$ cat config.mk
export PLATFORM = sky130hd
export DESIGN_NAME = sac_top
export DESIGN_NICKNAME = d
export VERILOG_FILES = /design/src/rtl/sac_pkg.sv /design/src/rtl/sac_ctrl_dec.sv /design/src/rtl/sac_addr_join.sv /design/src/rtl/sac_top.sv
export SDC_FILE = /design/constraint.sdc
export NUM_CORES = 1
export LEC_CHECK = 0
export ABC_AREA = 0
export BUFFER_PORTS_ARGS = -buffer_cell sky130_fd_sc_hd__buf_2
export CORE_ASPECT_RATIO = 1.4
export CORE_MARGIN = 10
export CORE_UTILIZATION = 50
export DETAILED_ROUTE_END_ITERATION = 8
export PLACE_DENSITY = 0.79
export SLEW_MARGIN = 20
export SYNTH_ARGS = -nofsm -noshare
export SYNTH_HDL_FRONTEND = slang
export SYNTH_HIERARCHICAL = 1
export SYNTH_SLANG_ARGS = --single-unit
$ cat constraint.sdc
create_clock -name clk -period 17.1 [get_ports clk]
set_clock_uncertainty 0.2 [all_clocks]
set_input_delay 0.855 -clock clk [delete_from_list [all_inputs] [get_ports clk]]
set_output_delay 0.855 -clock clk [all_outputs]
set_load 0.05 [all_outputs]
$ cat src/rtl/sac_pkg.sv
// package: register map, field layout and types of the sprite attribute bank
package sac_pkg;
  // ==========================================================
  // register indices (byte address = 4 * index within a sprite slot)
  localparam logic [2:0] IDX_CTRL = 3'h0;
  localparam logic [2:0] IDX_RSVD = 3'h2;
  localparam logic [2:0] IDX_LOW = 3'h4;
  localparam logic [2:0] IDX_HIGH = 3'h6;
  // ==========================================================
  // address layout: sprite slot of 32 bytes, 16 sprites
  localparam int ADDR_W = 12;
  localparam int SPR_LSB = 5;
  localparam int NUM_SPR = 16;
  // ==========================================================
  // general control field positions
  localparam int ROT_LSB = 10;
  localparam int MIRROR_BIT = 9;
  localparam int TRANSP_BIT = 8;
  localparam int ARB_BIT = 7;
  localparam int FMT_BIT = 1;
  localparam int EN_BIT = 0;
  // ==========================================================
  // writable bits of each word; the rest read as zero
  localparam logic [15:0] CTRL_MASK = 16'hff83;
  localparam logic [15:0] LOW_MASK = 16'hff80;
  localparam logic [15:0] HIGH_MASK = 16'h07ff;
  localparam logic [15:0] WORD_RESET = 16'h0000;
  localparam int ADDR_LOW_ZEROS = 7;
  // ==========================================================
  // clockwise fixed rotation
  typedef enum logic [1:0] {
    ROT_0 = 2'b00,
    ROT_90 = 2'b01,
    ROT_180 = 2'b10,
    ROT_270 = 2'b11
  } sac_rot_e;

  function automatic logic idx_known(input logic [2:0] idx);
    idx_known = (idx == IDX_CTRL) || (idx == IDX_RSVD) || (idx == IDX_LOW) || (idx == IDX_HIGH);
  endfunction
endpackage

$ cat src/rtl/sac_ctrl_dec.sv
// decoder: general control word into the attributes the engine uses
`timescale 1ns/1ps
`default_nettype none
module sac_ctrl_dec import sac_pkg::*; (
  // control word
  input wire logic [15:0] ctrl,
  // decoded attributes
  output sac_rot_e rot,
  output logic quarter,
  output logic corner_bl,
  output logic mirror,
  output logic transp,
  output logic arb,
  output logic tile,
  output logic en
);
  assign rot = sac_rot_e'(ctrl[ROT_LSB +: 2]);
  assign quarter = (rot == ROT_90) || (rot == ROT_270);
  // a cropped frame starts at the top left of the rotated view
  assign corner_bl = quarter;
  assign mirror = ctrl[MIRROR_BIT];
  assign transp = ctrl[TRANSP_BIT];
  assign arb = ctrl[ARB_BIT];
  assign tile = ctrl[FMT_BIT];
  assign en = ctrl[EN_BIT];
endmodule
`default_nettype wire

$ cat src/rtl/sac_addr_join.sv
// joins the two start address words into a byte address
`timescale 1ns/1ps
`default_nettype none
module sac_addr_join import sac_pkg::*; (
  // stored words
  input wire logic [15:0] low,
  input wire logic [15:0] high,
  // byte address and alignment
  output logic [26:0] addr,
  output logic aligned
);
  assign addr = {high[10:0], low[15:7], {ADDR_LOW_ZEROS{1'b0}}};
  // bit 7 set breaks the 256-byte alignment
  assign aligned = ~low[7];
endmodule
`default_nettype wire

$ cat src/rtl/sac_top.sv
// sprite attribute register bank: apb slave plus engine read port
// How it works
// - rotation field 00/01/10/11 means 0/90/180/270 degrees clockwise
// - cropped frame shows top left; bottom left of original at 90/270
// - nonzero rotation on sprite zero also rotates the output window
// - control bit 9 set mirrors the sprite horizontally
// - control bit 8 set makes transparent pixels see-through
// - control bit 7 enables arbitrary-angle rotation
// - control bit 1 selects stream (0) or 8x8 tile (1) layout
// - control bit 0 enables the sprite; one must be on before triggering
`timescale 1ns/1ps
`default_nettype none
module sac_top import sac_pkg::*; (
  // clock and reset
  input wire logic clk,
  input wire logic resetn,
  // apb slave
  input wire logic [ADDR_W-1:0] paddr,
  input wire logic psel,
  input wire logic penable,
  input wire logic pwrite,
  input wire logic [31:0] pwdata,
  output logic [31:0] prdata,
  output logic pready,
  output logic pslverr,
  // engine read port
  input wire logic eng_req,
  input wire logic [3:0] eng_sprite,
  output logic eng_valid,
  output logic eng_en,
  output logic [1:0] eng_rot,
  output logic eng_corner_bl,
  output logic eng_mirror,
  output logic eng_transp,
  output logic eng_arb,
  output logic eng_tile,
  output logic [26:0] eng_addr,
  output logic eng_addr_ok,
  output logic win_rot
);
  // ==========================================================
  // reset release
  logic rst_meta_q;
  logic rst_n_q;
  always_ff @(posedge clk or negedge resetn) begin
    if (!resetn) begin
      rst_meta_q <= 1'b0;
      rst_n_q <= 1'b0;
    end else begin
      rst_meta_q <= 1'b1;
      rst_n_q <= rst_meta_q;
    end
  end

  // ==========================================================
  // bus decode
  logic pready_q;
  logic pslverr_q;
  logic [31:0] prdata_q;
  wire [3:0] bus_spr = paddr[SPR_LSB +: 4];
  wire [2:0] bus_idx = paddr[4:2];
  wire mapped = (paddr[ADDR_W-1:9] == 3'h0) && (paddr[1:0] == 2'h0) && idx_known(bus_idx);
  wire first_acc = psel & penable & ~pready_q;
  wire done = psel & penable & pready_q;
  // the reserved word is never written, so a write there is refused
  wire wr_rsvd = pwrite & (bus_idx == IDX_RSVD);
  wire wr_en = done & pwrite & mapped & ~wr_rsvd;
  wire [15:0] wdat = pwdata[15:0];

  // ==========================================================
  // storage: one identical set per sprite
  logic [15:0] ctrl_q [NUM_SPR];
  logic [15:0] low_q [NUM_SPR];
  logic [15:0] high_q [NUM_SPR];
  // cleared at reset so no sprite starts enabled with stale attributes
  always_ff @(posedge clk or negedge rst_n_q) begin
    if (!rst_n_q) begin
      for (int i = 0; i < NUM_SPR; i++) begin
        ctrl_q[i] <= WORD_RESET;
        low_q[i] <= WORD_RESET;
        high_q[i] <= WORD_RESET;
      end
    end else if (wr_en) begin
      case (bus_idx)
        IDX_CTRL: ctrl_q[bus_spr] <= wdat & CTRL_MASK;
        IDX_LOW: low_q[bus_spr] <= wdat & LOW_MASK;
        IDX_HIGH: high_q[bus_spr] <= wdat & HIGH_MASK;
        default: ;
      endcase
    end
  end

  wire [15:0] rd_word = (bus_idx == IDX_CTRL) ? ctrl_q[bus_spr] :
                        (bus_idx == IDX_LOW) ? low_q[bus_spr] :
                        (bus_idx == IDX_HIGH) ? high_q[bus_spr] : WORD_RESET;

  // ==========================================================
  // apb answer: one wait state, pready raised from a flop
  always_ff @(posedge clk or negedge rst_n_q) begin
    if (!rst_n_q) begin
      pready_q <= 1'b0;
      pslverr_q <= 1'b0;
      prdata_q <= 32'h0;
    end else begin
      pready_q <= first_acc;
      if (first_acc) begin
        pslverr_q <= ~mapped | wr_rsvd;
        prdata_q <= (!pwrite && mapped) ? {16'h0, rd_word} : 32'h0;
      end else if (done) begin
        pslverr_q <= 1'b0;
      end
    end
  end
  assign prdata = prdata_q;
  assign pready = pready_q;
  assign pslverr = pslverr_q;

  // ==========================================================
  // engine read port
  wire [15:0] sel_ctrl = ctrl_q[eng_sprite];
  wire [15:0] sel_low = low_q[eng_sprite];
  wire [15:0] sel_high = high_q[eng_sprite];
  sac_rot_e d_rot;
  logic d_quarter;
  logic d_corner;
  logic d_mirror;
  logic d_transp;
  logic d_arb;
  logic d_tile;
  logic d_en;
  logic [26:0] d_addr;
  logic d_aligned;

  sac_ctrl_dec u_dec (
    .ctrl(sel_ctrl),
    .rot(d_rot),
    .quarter(d_quarter),
    .corner_bl(d_corner),
    .mirror(d_mirror),
    .transp(d_transp),
    .arb(d_arb),
    .tile(d_tile),
    .en(d_en)
  );

  sac_addr_join u_addr (
    .low(sel_low),
    .high(sel_high),
    .addr(d_addr),
    .aligned(d_aligned)
  );

  logic valid_q;
  logic en_q;
  logic [1:0] rot_q;
  logic corner_q;
  logic mirror_q;
  logic transp_q;
  logic arb_q;
  logic tile_q;
  logic [26:0] addr_q;
  logic addr_ok_q;
  logic win_rot_q;
  // a disabled sprite presents all-zero attributes to the engine
  wire g = d_en;
  wire rot0_nz = (ctrl_q[0][ROT_LSB +: 2] != ROT_0);

  always_ff @(posedge clk or negedge rst_n_q) begin
    if (!rst_n_q) begin
      valid_q <= 1'b0;
      en_q <= 1'b0;
      rot_q <= ROT_0;
      corner_q <= 1'b0;
      mirror_q <= 1'b0;
      transp_q <= 1'b0;
      arb_q <= 1'b0;
      tile_q <= 1'b0;
      addr_q <= 27'h0;
      addr_ok_q <= 1'b0;
      win_rot_q <= 1'b0;
    end else begin
      valid_q <= eng_req;
      win_rot_q <= rot0_nz;
      if (eng_req) begin
        en_q <= d_en;
        rot_q <= g ? d_rot : ROT_0;
        corner_q <= g & d_corner;
        mirror_q <= g & d_mirror;
        transp_q <= g & d_transp;
        arb_q <= g & d_arb;
        tile_q <= g & d_tile;
        addr_q <= g ? d_addr : 27'h0;
        addr_ok_q <= g & d_aligned;
      end
    end
  end

  assign eng_valid = valid_q;
  assign eng_en = en_q;
  assign eng_rot = rot_q;
  assign eng_corner_bl = corner_q;
  assign eng_mirror = mirror_q;
  assign eng_transp = transp_q;
  assign eng_arb = arb_q;
  assign eng_tile = tile_q;
  assign eng_addr = addr_q;
  assign eng_addr_ok = addr_ok_q;
  assign win_rot = win_rot_q;

  // ==========================================================
  // checks
  a_rot_decode: assert property (@(posedge clk) disable iff (!rst_n_q)
    eng_req |=> rot_q == ($past(sel_ctrl[EN_BIT]) ? $past(sel_ctrl[11:10]) : 2'b00))
    else $error("rotation code not passed to engine");
  a_corner_pick: assert property (@(posedge clk) disable iff (!rst_n_q)
    valid_q |-> corner_q == (rot_q == ROT_90 || rot_q == ROT_270))
    else $error("display corner does not match rotation");
  a_window_rot: assert property (@(posedge clk) disable iff (!rst_n_q)
    rot0_nz [*2] |-> win_rot_q)
    else $error("window not rotated for rotated background");
  a_mirror_bit: assert property (@(posedge clk) disable iff (!rst_n_q)
    eng_req |=> mirror_q == ($past(sel_ctrl[MIRROR_BIT]) && $past(sel_ctrl[EN_BIT])))
    else $error("mirror attribute wrong");
  a_transp_bit: assert property (@(posedge clk) disable iff (!rst_n_q)
    eng_req |=> transp_q == ($past(sel_ctrl[TRANSP_BIT]) && $past(sel_ctrl[EN_BIT])))
    else $error("transparency attribute wrong");
  a_arb_bit: assert property (@(posedge clk) disable iff (!rst_n_q)
    eng_req |=> arb_q == ($past(sel_ctrl[ARB_BIT]) && $past(sel_ctrl[EN_BIT])))
    else $error("arbitrary rotation attribute wrong");
  a_tile_bit: assert property (@(posedge clk) disable iff (!rst_n_q)
    eng_req |=> tile_q == ($past(sel_ctrl[FMT_BIT]) && $past(sel_ctrl[EN_BIT])))
    else $error("image format attribute wrong");
  a_enable_bit: assert property (@(posedge clk) disable iff (!rst_n_q)
    eng_req |=> valid_q && en_q == $past(sel_ctrl[EN_BIT]))
    else $error("enable attribute wrong");
  a_start_addr: assert property (@(posedge clk) disable iff (!rst_n_q)
    eng_req && sel_ctrl[EN_BIT] |=> addr_q[6:0] == 7'h0 &&
      addr_q[26:7] == {$past(sel_high[10:0]), $past(sel_low[15:7])})
    else $error("start address formed wrongly");
  a_disabled_zero: assert property (@(posedge clk) disable iff (!rst_n_q)
    valid_q && !en_q |-> !(mirror_q || transp_q || arb_q || tile_q) && addr_q == 27'h0 && rot_q == 2'b00)
    else $error("disabled sprite attributes exposed");
  a_apb_wait: assert property (@(posedge clk) disable iff (!rst_n_q)
    first_acc |=> pready_q ##1 !pready_q)
    else $error("apb answer timing wrong");

  // ==========================================================
  // bus, storage and hold checks
  a_pready_idle: assert property (@(posedge clk) disable iff (!rst_n_q)
    !psel |-> !pready_q)
    else $error("pready raised without a selected transfer");
  a_slverr_clear: assert property (@(posedge clk) disable iff (!rst_n_q)
    pready_q |=> !pslverr_q)
    else $error("error response held past its transfer");
  a_rsvd_refused: assert property (@(posedge clk) disable iff (!rst_n_q)
    first_acc && pwrite && bus_idx == IDX_RSVD |=> pslverr_q)
    else $error("reserved word write not refused");
  a_mapped_ok: assert property (@(posedge clk) disable iff (!rst_n_q)
    first_acc && mapped && !wr_rsvd |=> !pslverr_q)
    else $error("error response on a legal access");
  a_unmapped_err: assert property (@(posedge clk) disable iff (!rst_n_q)
    first_acc && !mapped |=> pslverr_q && prdata_q == 32'h0)
    else $error("unmapped access not refused");
  a_rdata_upper: assert property (@(posedge clk) disable iff (!rst_n_q)
    pready_q |-> prdata_q[31:16] == 16'h0)
    else $error("upper read data not zero");
  a_ctrl_fill: assert property (@(posedge clk) disable iff (!rst_n_q)
    pready_q && !pwrite && bus_idx == IDX_CTRL |-> (prdata_q[15:0] & ~CTRL_MASK) == 16'h0)
    else $error("unused control bits read nonzero");
  a_low_fill: assert property (@(posedge clk) disable iff (!rst_n_q)
    pready_q && !pwrite && bus_idx == IDX_LOW |-> (prdata_q[15:0] & ~LOW_MASK) == 16'h0)
    else $error("unused low address bits read nonzero");
  a_high_fill: assert property (@(posedge clk) disable iff (!rst_n_q)
    pready_q && !pwrite && bus_idx == IDX_HIGH |-> (prdata_q[15:0] & ~HIGH_MASK) == 16'h0)
    else $error("unused high address bits read nonzero");
  a_ctrl_read: assert property (@(posedge clk) disable iff (!rst_n_q)
    first_acc && !pwrite && mapped && bus_idx == IDX_CTRL |=> prdata_q[15:0] == $past(ctrl_q[bus_spr]))
    else $error("control word read back wrongly");
  a_valid_pulse: assert property (@(posedge clk) disable iff (!rst_n_q)
    !eng_req |=> !valid_q)
    else $error("engine valid without a request");
  a_attr_hold: assert property (@(posedge clk) disable iff (!rst_n_q)
    !eng_req |=> $stable(en_q) && $stable(rot_q) && $stable(mirror_q) && $stable(addr_q))
    else $error("engine attributes changed without a request");
  a_win_follow: assert property (@(posedge clk) disable iff (!rst_n_q)
    1'b1 |=> win_rot_q == $past(rot0_nz))
    else $error("window rotation does not follow sprite zero");
  a_win_plain: assert property (@(posedge clk) disable iff (!rst_n_q)
    (!rot0_nz) [*2] |-> !win_rot_q)
    else $error("window rotated for unrotated background");
  a_disabled_ok: assert property (@(posedge clk) disable iff (!rst_n_q)
    valid_q && !en_q |-> !addr_ok_q && !corner_q)
    else $error("disabled sprite shows alignment or corner");
  a_addr_ok_bit: assert property (@(posedge clk) disable iff (!rst_n_q)
    eng_req && sel_ctrl[EN_BIT] |=> addr_ok_q == !$past(sel_low[7]))
    else $error("alignment flag wrong");
endmodule
`default_nettype wire

==> impl_metrics.toml, run 1 <==
[global_routing]
grt_max_degree = 184
grt_first_pass_wirelength_mm = 115
antenna_found_initial = 2
grt_usage = 0.224
grt_overflow = 0
grt_pass1_vias = 18300

[floorplan]
rows = 103
die_x_um = 222
die_area_um2 = 67300
start_util = 0.505
coreArea_um2 = 56600
die_h_um = 303
ioPinCount = 126

[run]
drv_cap = 0

[cts]
cts_num_sinks = 554
cts_tree = "yes"
cts-root-buf = "clkbuf_16"
htree_levels = 2
path_clk_slew_ns = 0.06
cts.repair.resized = 0
clk_latency_ns = 0.61
cts_made_buffers = 52
cts_buffer_depth = 3

[power]
power_switching_mw = 0.621
p_leak_nw = 14.5
p_clk_frac = 0.446
internal_power_mw = 2.02
power.share.sequential = 0.498
p_comb_frac = 0.056
p_per_area_nw_per_um2 = 85.2
sw_frac_of_total = 0.235
total_power_mw = 2.64
peakVddDrop_uv = 78.4

[layout]
nets = 1895
seq_area_um2 = 13900
final_common_cell = "dfrtp_1"
antenna_cells = 0
final_layout_size_suffix_gt1_frac = 0.535
area_growth_pct = 8.20
multi_input_area_um2 = 13500
mostFrequentLayoutCells = "553 x dfrtp_1, 505 x mux2_2, 269 x mux4_2, 88 x buf_2, 55 x nand3_1"
fillers = 4392

[timing]
hold_viol_final = 0
tightest_slew_ns = 1.01
rsz0062_at_grt = "false"
post-route-period-util = 0.246
setup_violations = 0
min_period_ns = 4.21
worst_slack_ns = 12.89
setup_tns_ns = 0
maxClockFrequency_mhz = 238
slew_violations = 0
relSlewSlack = 0.324

[setup_path]
cp-startpoint = "paddr[5]"
cp_max_fo = 54
critPathLaunchType = "primary input"
cp-endpoint = "prdata[5]"
critical_path_required_ns = 17.39
path_class = "in -> reg"
regToRegSetupSlack_ns = 13.52
worst_r2r_endpoint = "ctrl_q[176]"
worst_setup_path_end_kind = "flip-flop"
r2r_start = "pready"
cp.arrival_ns = 4.50
reg2reg_depth = 4

[synth]
avgSynthCellArea_um2 = 15.3
ys_warn_count = 6
synth_area_um2 = 28600
synthCells = 1872

[placement]
io_buffers = 93
post-place-ws_ns = 12.15
place.gp.congestion = 0.851
dp_hpwl_mm = 47.7

[detailed_routing]
wl_mm = 75.3
viasPerCell = 6.49
post_drt_wl_per_cell_um = 28.8
drtIter0Drc = 1379
ant_nets = 0
drc = 0
drt_first_pass_iters = 5
via_count = 17000

[worst_hold_path]
hp-class = "reg -> async"

[run_status]
status = "complete, no violations"
## through the flow
step           instances  area, um^2  hold WS (ns)  utilization
2_1_floorplan       1893       28700         0.131            -
4_1_cts             2617       30900         0.152        0.546
3_3_place_gp        2520       29200         0.136        0.516
6_report            2618       30900        0.0360        0.547
5_1_grt             2618       30900        0.0627        0.547
3_5_place_dp        2520       29200         0.137        0.516
## flip-flops by register name (all words and copies together), names as in the netlist, 2 cells and up
register,cells
eng_addr,27
high_q,176
eng_rot,2
low_q,144
prdata,16
ctrl_q,176
## final cells by class
type	instances	area share
clock buffer	79	0.0499
clock inverter	17	0.00570
multi-input combinational	1073	0.438
sequential	554	0.448
inverter	38	0.00461
tap	735	0.0297
timing repair buffer	122	0.0243
## power groups by stage
| stage | clock network [mW] | registers (mW) | logic, mW |
|---|---|---|---|
| 2_1_floorplan | 0 | 1.36 | 0.0903 |
| 3_3_place_gp | 0 | 1.34 | 0.142 |
| 3_5_place_dp | 0 | 1.34 | 0.145 |
| 4_1_cts | 1.20 | 1.32 | 0.145 |
| 5_1_grt | 1.25 | 1.31 | 0.159 |
| 6_report | 1.18 | 1.31 | 0.147 |
## metal layers
metal / track usage / part of all wire / vias up
li1: - / - / 6977
met1: 0.255 / 0.35 / 9114
met2: 0.379 / 0.51 / 664
met3: 0.0426 / 0.063 / 235
met4: 0.154 / 0.075 / 4
met5: 0 / 0.00036 / -
## what timing repair did
action                    in CTS  in global routing
hold buffers                   1                  0
buffers inserted               0                  0
hold endpoints to repair       2                  0
## worst min path at each step
| stage | from | end | slack, ns |
|---|---|---|---|
| global route | rst_n_q | ctrl_q[142] | 0.06 |
| finish | rst_n_q | ctrl_q[142] | 0.04 |
| floorplan | rst_meta_q | rst_n_q | 0.13 |
| CTS | rst_meta_q | rst_n_q | 0.15 |
| detailed placement | rst_meta_q | rst_n_q | 0.14 |
| global placement | rst_meta_q | rst_n_q | 0.14 |
## critical path: stages
cell,delay (ns)
clkbuf_8,0.55
buf_4,0.78
buf_4,0.76
mux4_2,0.61
mux4_2,0.55
a32o_1,0.29
(Power assumes the default switching activity.)
==> inputs of run 2 (changes only) <==
--- a/config.mk
+++ b/config.mk
@@ -11,7 +11,7 @@
 export CORE_MARGIN = 10
 export CORE_UTILIZATION = 50
 export DETAILED_ROUTE_END_ITERATION = 8
-export PLACE_DENSITY = 0.79
+export PLACE_DENSITY = 0.77
 export SLEW_MARGIN = 20
 export SYNTH_ARGS = -nofsm -noshare
 export SYNTH_HDL_FRONTEND = slang
==> constraint.sdc (replaced) <==
create_clock -name clk -period 4 [get_ports clk]
set_clock_uncertainty 0.2 [all_clocks]
set_input_delay 0.2 -clock clk [delete_from_list [all_inputs] [get_ports clk]]
set_output_delay 0.2 -clock clk [all_outputs]
set_load 0.05 [all_outputs]
==> run 2 against run 1 <==
Effect of this change: routed wire length is 3.8% higher; highest routed layer unchanged; critical endpoint is now high_q[49]; largest power group unchanged; sequential share of layout area is 0.76 points lower; first-iteration DRC count is 6.3% higher; final cell count is 1.8% higher; count of clock-buffer cells in the layout is 2 lower; worst hold slack worse by 0.0038 ns; register-to-register slack worse by 13 ns.
==> impl_metrics.toml, run 2 (synthesis results as in run 1) <==
[floorplan]
start_util = 0.505
ioPinCount = 126
coreArea_um2 = 56600
die_area_um2 = 67300
die_h_um = 303
die_x_um = 222
rows = 103

[global_routing]
grt_pass1_vias = 18800
grt_max_degree = 94
grt_first_pass_wirelength_mm = 119
grt_usage = 0.232
grt_overflow = 0
antenna_found_initial = 3

[detailed_routing]
drc = 0
via_count = 17100
post_drt_wl_per_cell_um = 29.3
wl_mm = 78.1
viasPerCell = 6.43
drtIter0Drc = 1466
drt_first_pass_iters = 5
ant_nets = 0

[cts]
cts_tree = "yes"
clk_latency_ns = 0.62
cts_num_sinks = 554
cts_made_buffers = 54
cts_setup_buffers = 0
path_clk_slew_ns = 0.06
htree_levels = 2
cts-root-buf = "clkbuf_16"
cts_buffer_depth = 3

[setup_path]
critPathLaunchType = "primary input"
path_class = "in -> reg"
crit_family = "simple AND/OR/NAND/NOR gates"
worst_setup_path_end_kind = "flip-flop"
crit_chain = "dlygate4sd3_1 > buf_2 > nand3b_1 > nor4_4 > nand3_1 > mux2_2"
cp.arrival_ns = 3.41
cp_max_fo = 11
cp_num_buf_inv = 2
critical_path_required_ns = 4.29
cp_slowest_cell = "nand3_1"
cpPeakStageDelay_ns = 0.87

[placement]
placed_area_um2 = 29500
place.gp.congestion = 0.874
dp_hpwl_mm = 50.8
io_buffers = 93

[timing]
hold_viol_final = 0
slew_violations = 0
maxClockFrequency_mhz = 320
rsz0062_at_grt = "false"
tightest_slew_ns = 1.04
relSlewSlack = 0.305
post-route-period-util = 0.781
setup_violations = 0
min_period_ns = 3.12

[layout]
final_area_um2 = 31500
seq_area_um2 = 13900
multi_input_area_um2 = 13500
reg_top3 = "ctrl_q (176), high_q (176), low_q (144)"
area_growth_pct = 10.1
final_common_cell = "dfrtp_1"
final_layout_size_suffix_gt1_frac = 0.541
post-route-util = 0.556
mostFrequentLayoutCells = "553 x dfrtp_1, 505 x mux2_2, 269 x mux4_2, 89 x buf_2"
antenna_cells = 0
fillers = 4400
nets = 1942

[power]
p_leak_nw = 14.8
p_clk_frac = 0.446
p_comb_frac = 0.060
power_switching_mw = 2.71
power.share.sequential = 0.494
p_per_area_nw_per_um2 = 361
internal_power_mw = 8.66
peakVddDrop_uv = 304
sw_frac_of_total = 0.238

[run]
drv_cap = 0

[run_status]
status = "complete, no violations"

[worst_hold_path]
hp-class = "in -> reg"
-- run 2: cell count changes in the layout (fill, tap and decap cells not counted), sizes merged --
cell         change
buf             +31
bufinv           -1
clkbuf           -3
clkinv           +5
clkinvlp         +1
dlygate4sd3     +15
-- run 2: per-layer routing --
layer  GRT usage  up-vias  wire [um]
met1       0.261     9114      27100
met3      0.0433      263       4790
met2       0.393      691      40000
li1            -     7071          -
met5           0        -         43
met4       0.168        6       6210
-- run 2: cell type report --
type	count	area share
Inverter	38	0.00453
Multi-Input combinational cell	1073	0.430
Tap cell	735	0.0292
Sequential cell	554	0.441
Clock inverter	22	0.00557
Timing Repair Buffer	167	0.0399
Clock buffer	77	0.0499
-- run 2: per-stage QoR --
step | hold WS, ns | cells | setup slack [ns] | power, mW | TNS [ns]
6_report | 0.0323 | 2666 | 0.876 | 11.4 | 0
5_1_grt | 0.0366 | 2666 | 0.832 | 11.7 | 0
3_5_place_dp | -0.210 | 2550 | 0.693 | 6.39 | 0
3_3_place_gp | -0.212 | 2550 | 0.280 | 6.38 | 0
2_1_floorplan | -0.296 | 1893 | -1.58 | 6.19 | -874.66
4_1_cts | 0.00493 | 2665 | 0.902 | 11.4 | 0
-- run 2: what timing repair did --
action / CTS / global route
hold endpoints to repair: 86 / 0
setup endpoints to repair: 0 / 0
resized for setup: 0 / 0
hold buffers: 16 / 0
-- run 2: power by group through the flow --
stage / logic, mW / clock network, mW / registers (mW)
finish: 0.682 / 5.07 / 5.61
global route: 0.732 / 5.38 / 5.61
CTS: 0.672 / 5.15 / 5.63
detailed placement: 0.659 / 0 / 5.73
global placement: 0.647 / 0 / 5.73
floorplan: 0.386 / 0 / 5.80
-- run 2: worst paths after layout --
path	from	cells past startpoint	slack, ns	to
setup reg to reg	pready	4	0.90	high_q[49]
hold reg to reg	rst_n_q	0	0.06	ctrl_q[190]
min in group asynchronous	rst_n_q	0	0.06	ctrl_q[190]
hold / removal	paddr[2]	4	0.03	prdata[0]
setup / recovery	paddr[4]	6	0.88	high_q[49]
max in group asynchronous	rst_n_q	2	2.37	low_q[186]
-- run 2: tightest hold or removal path: stages --
cell and delay (ns):
buf_2 0.15, nor3_1 0.16, a32oi_1 0.21, nand2_1 0.07
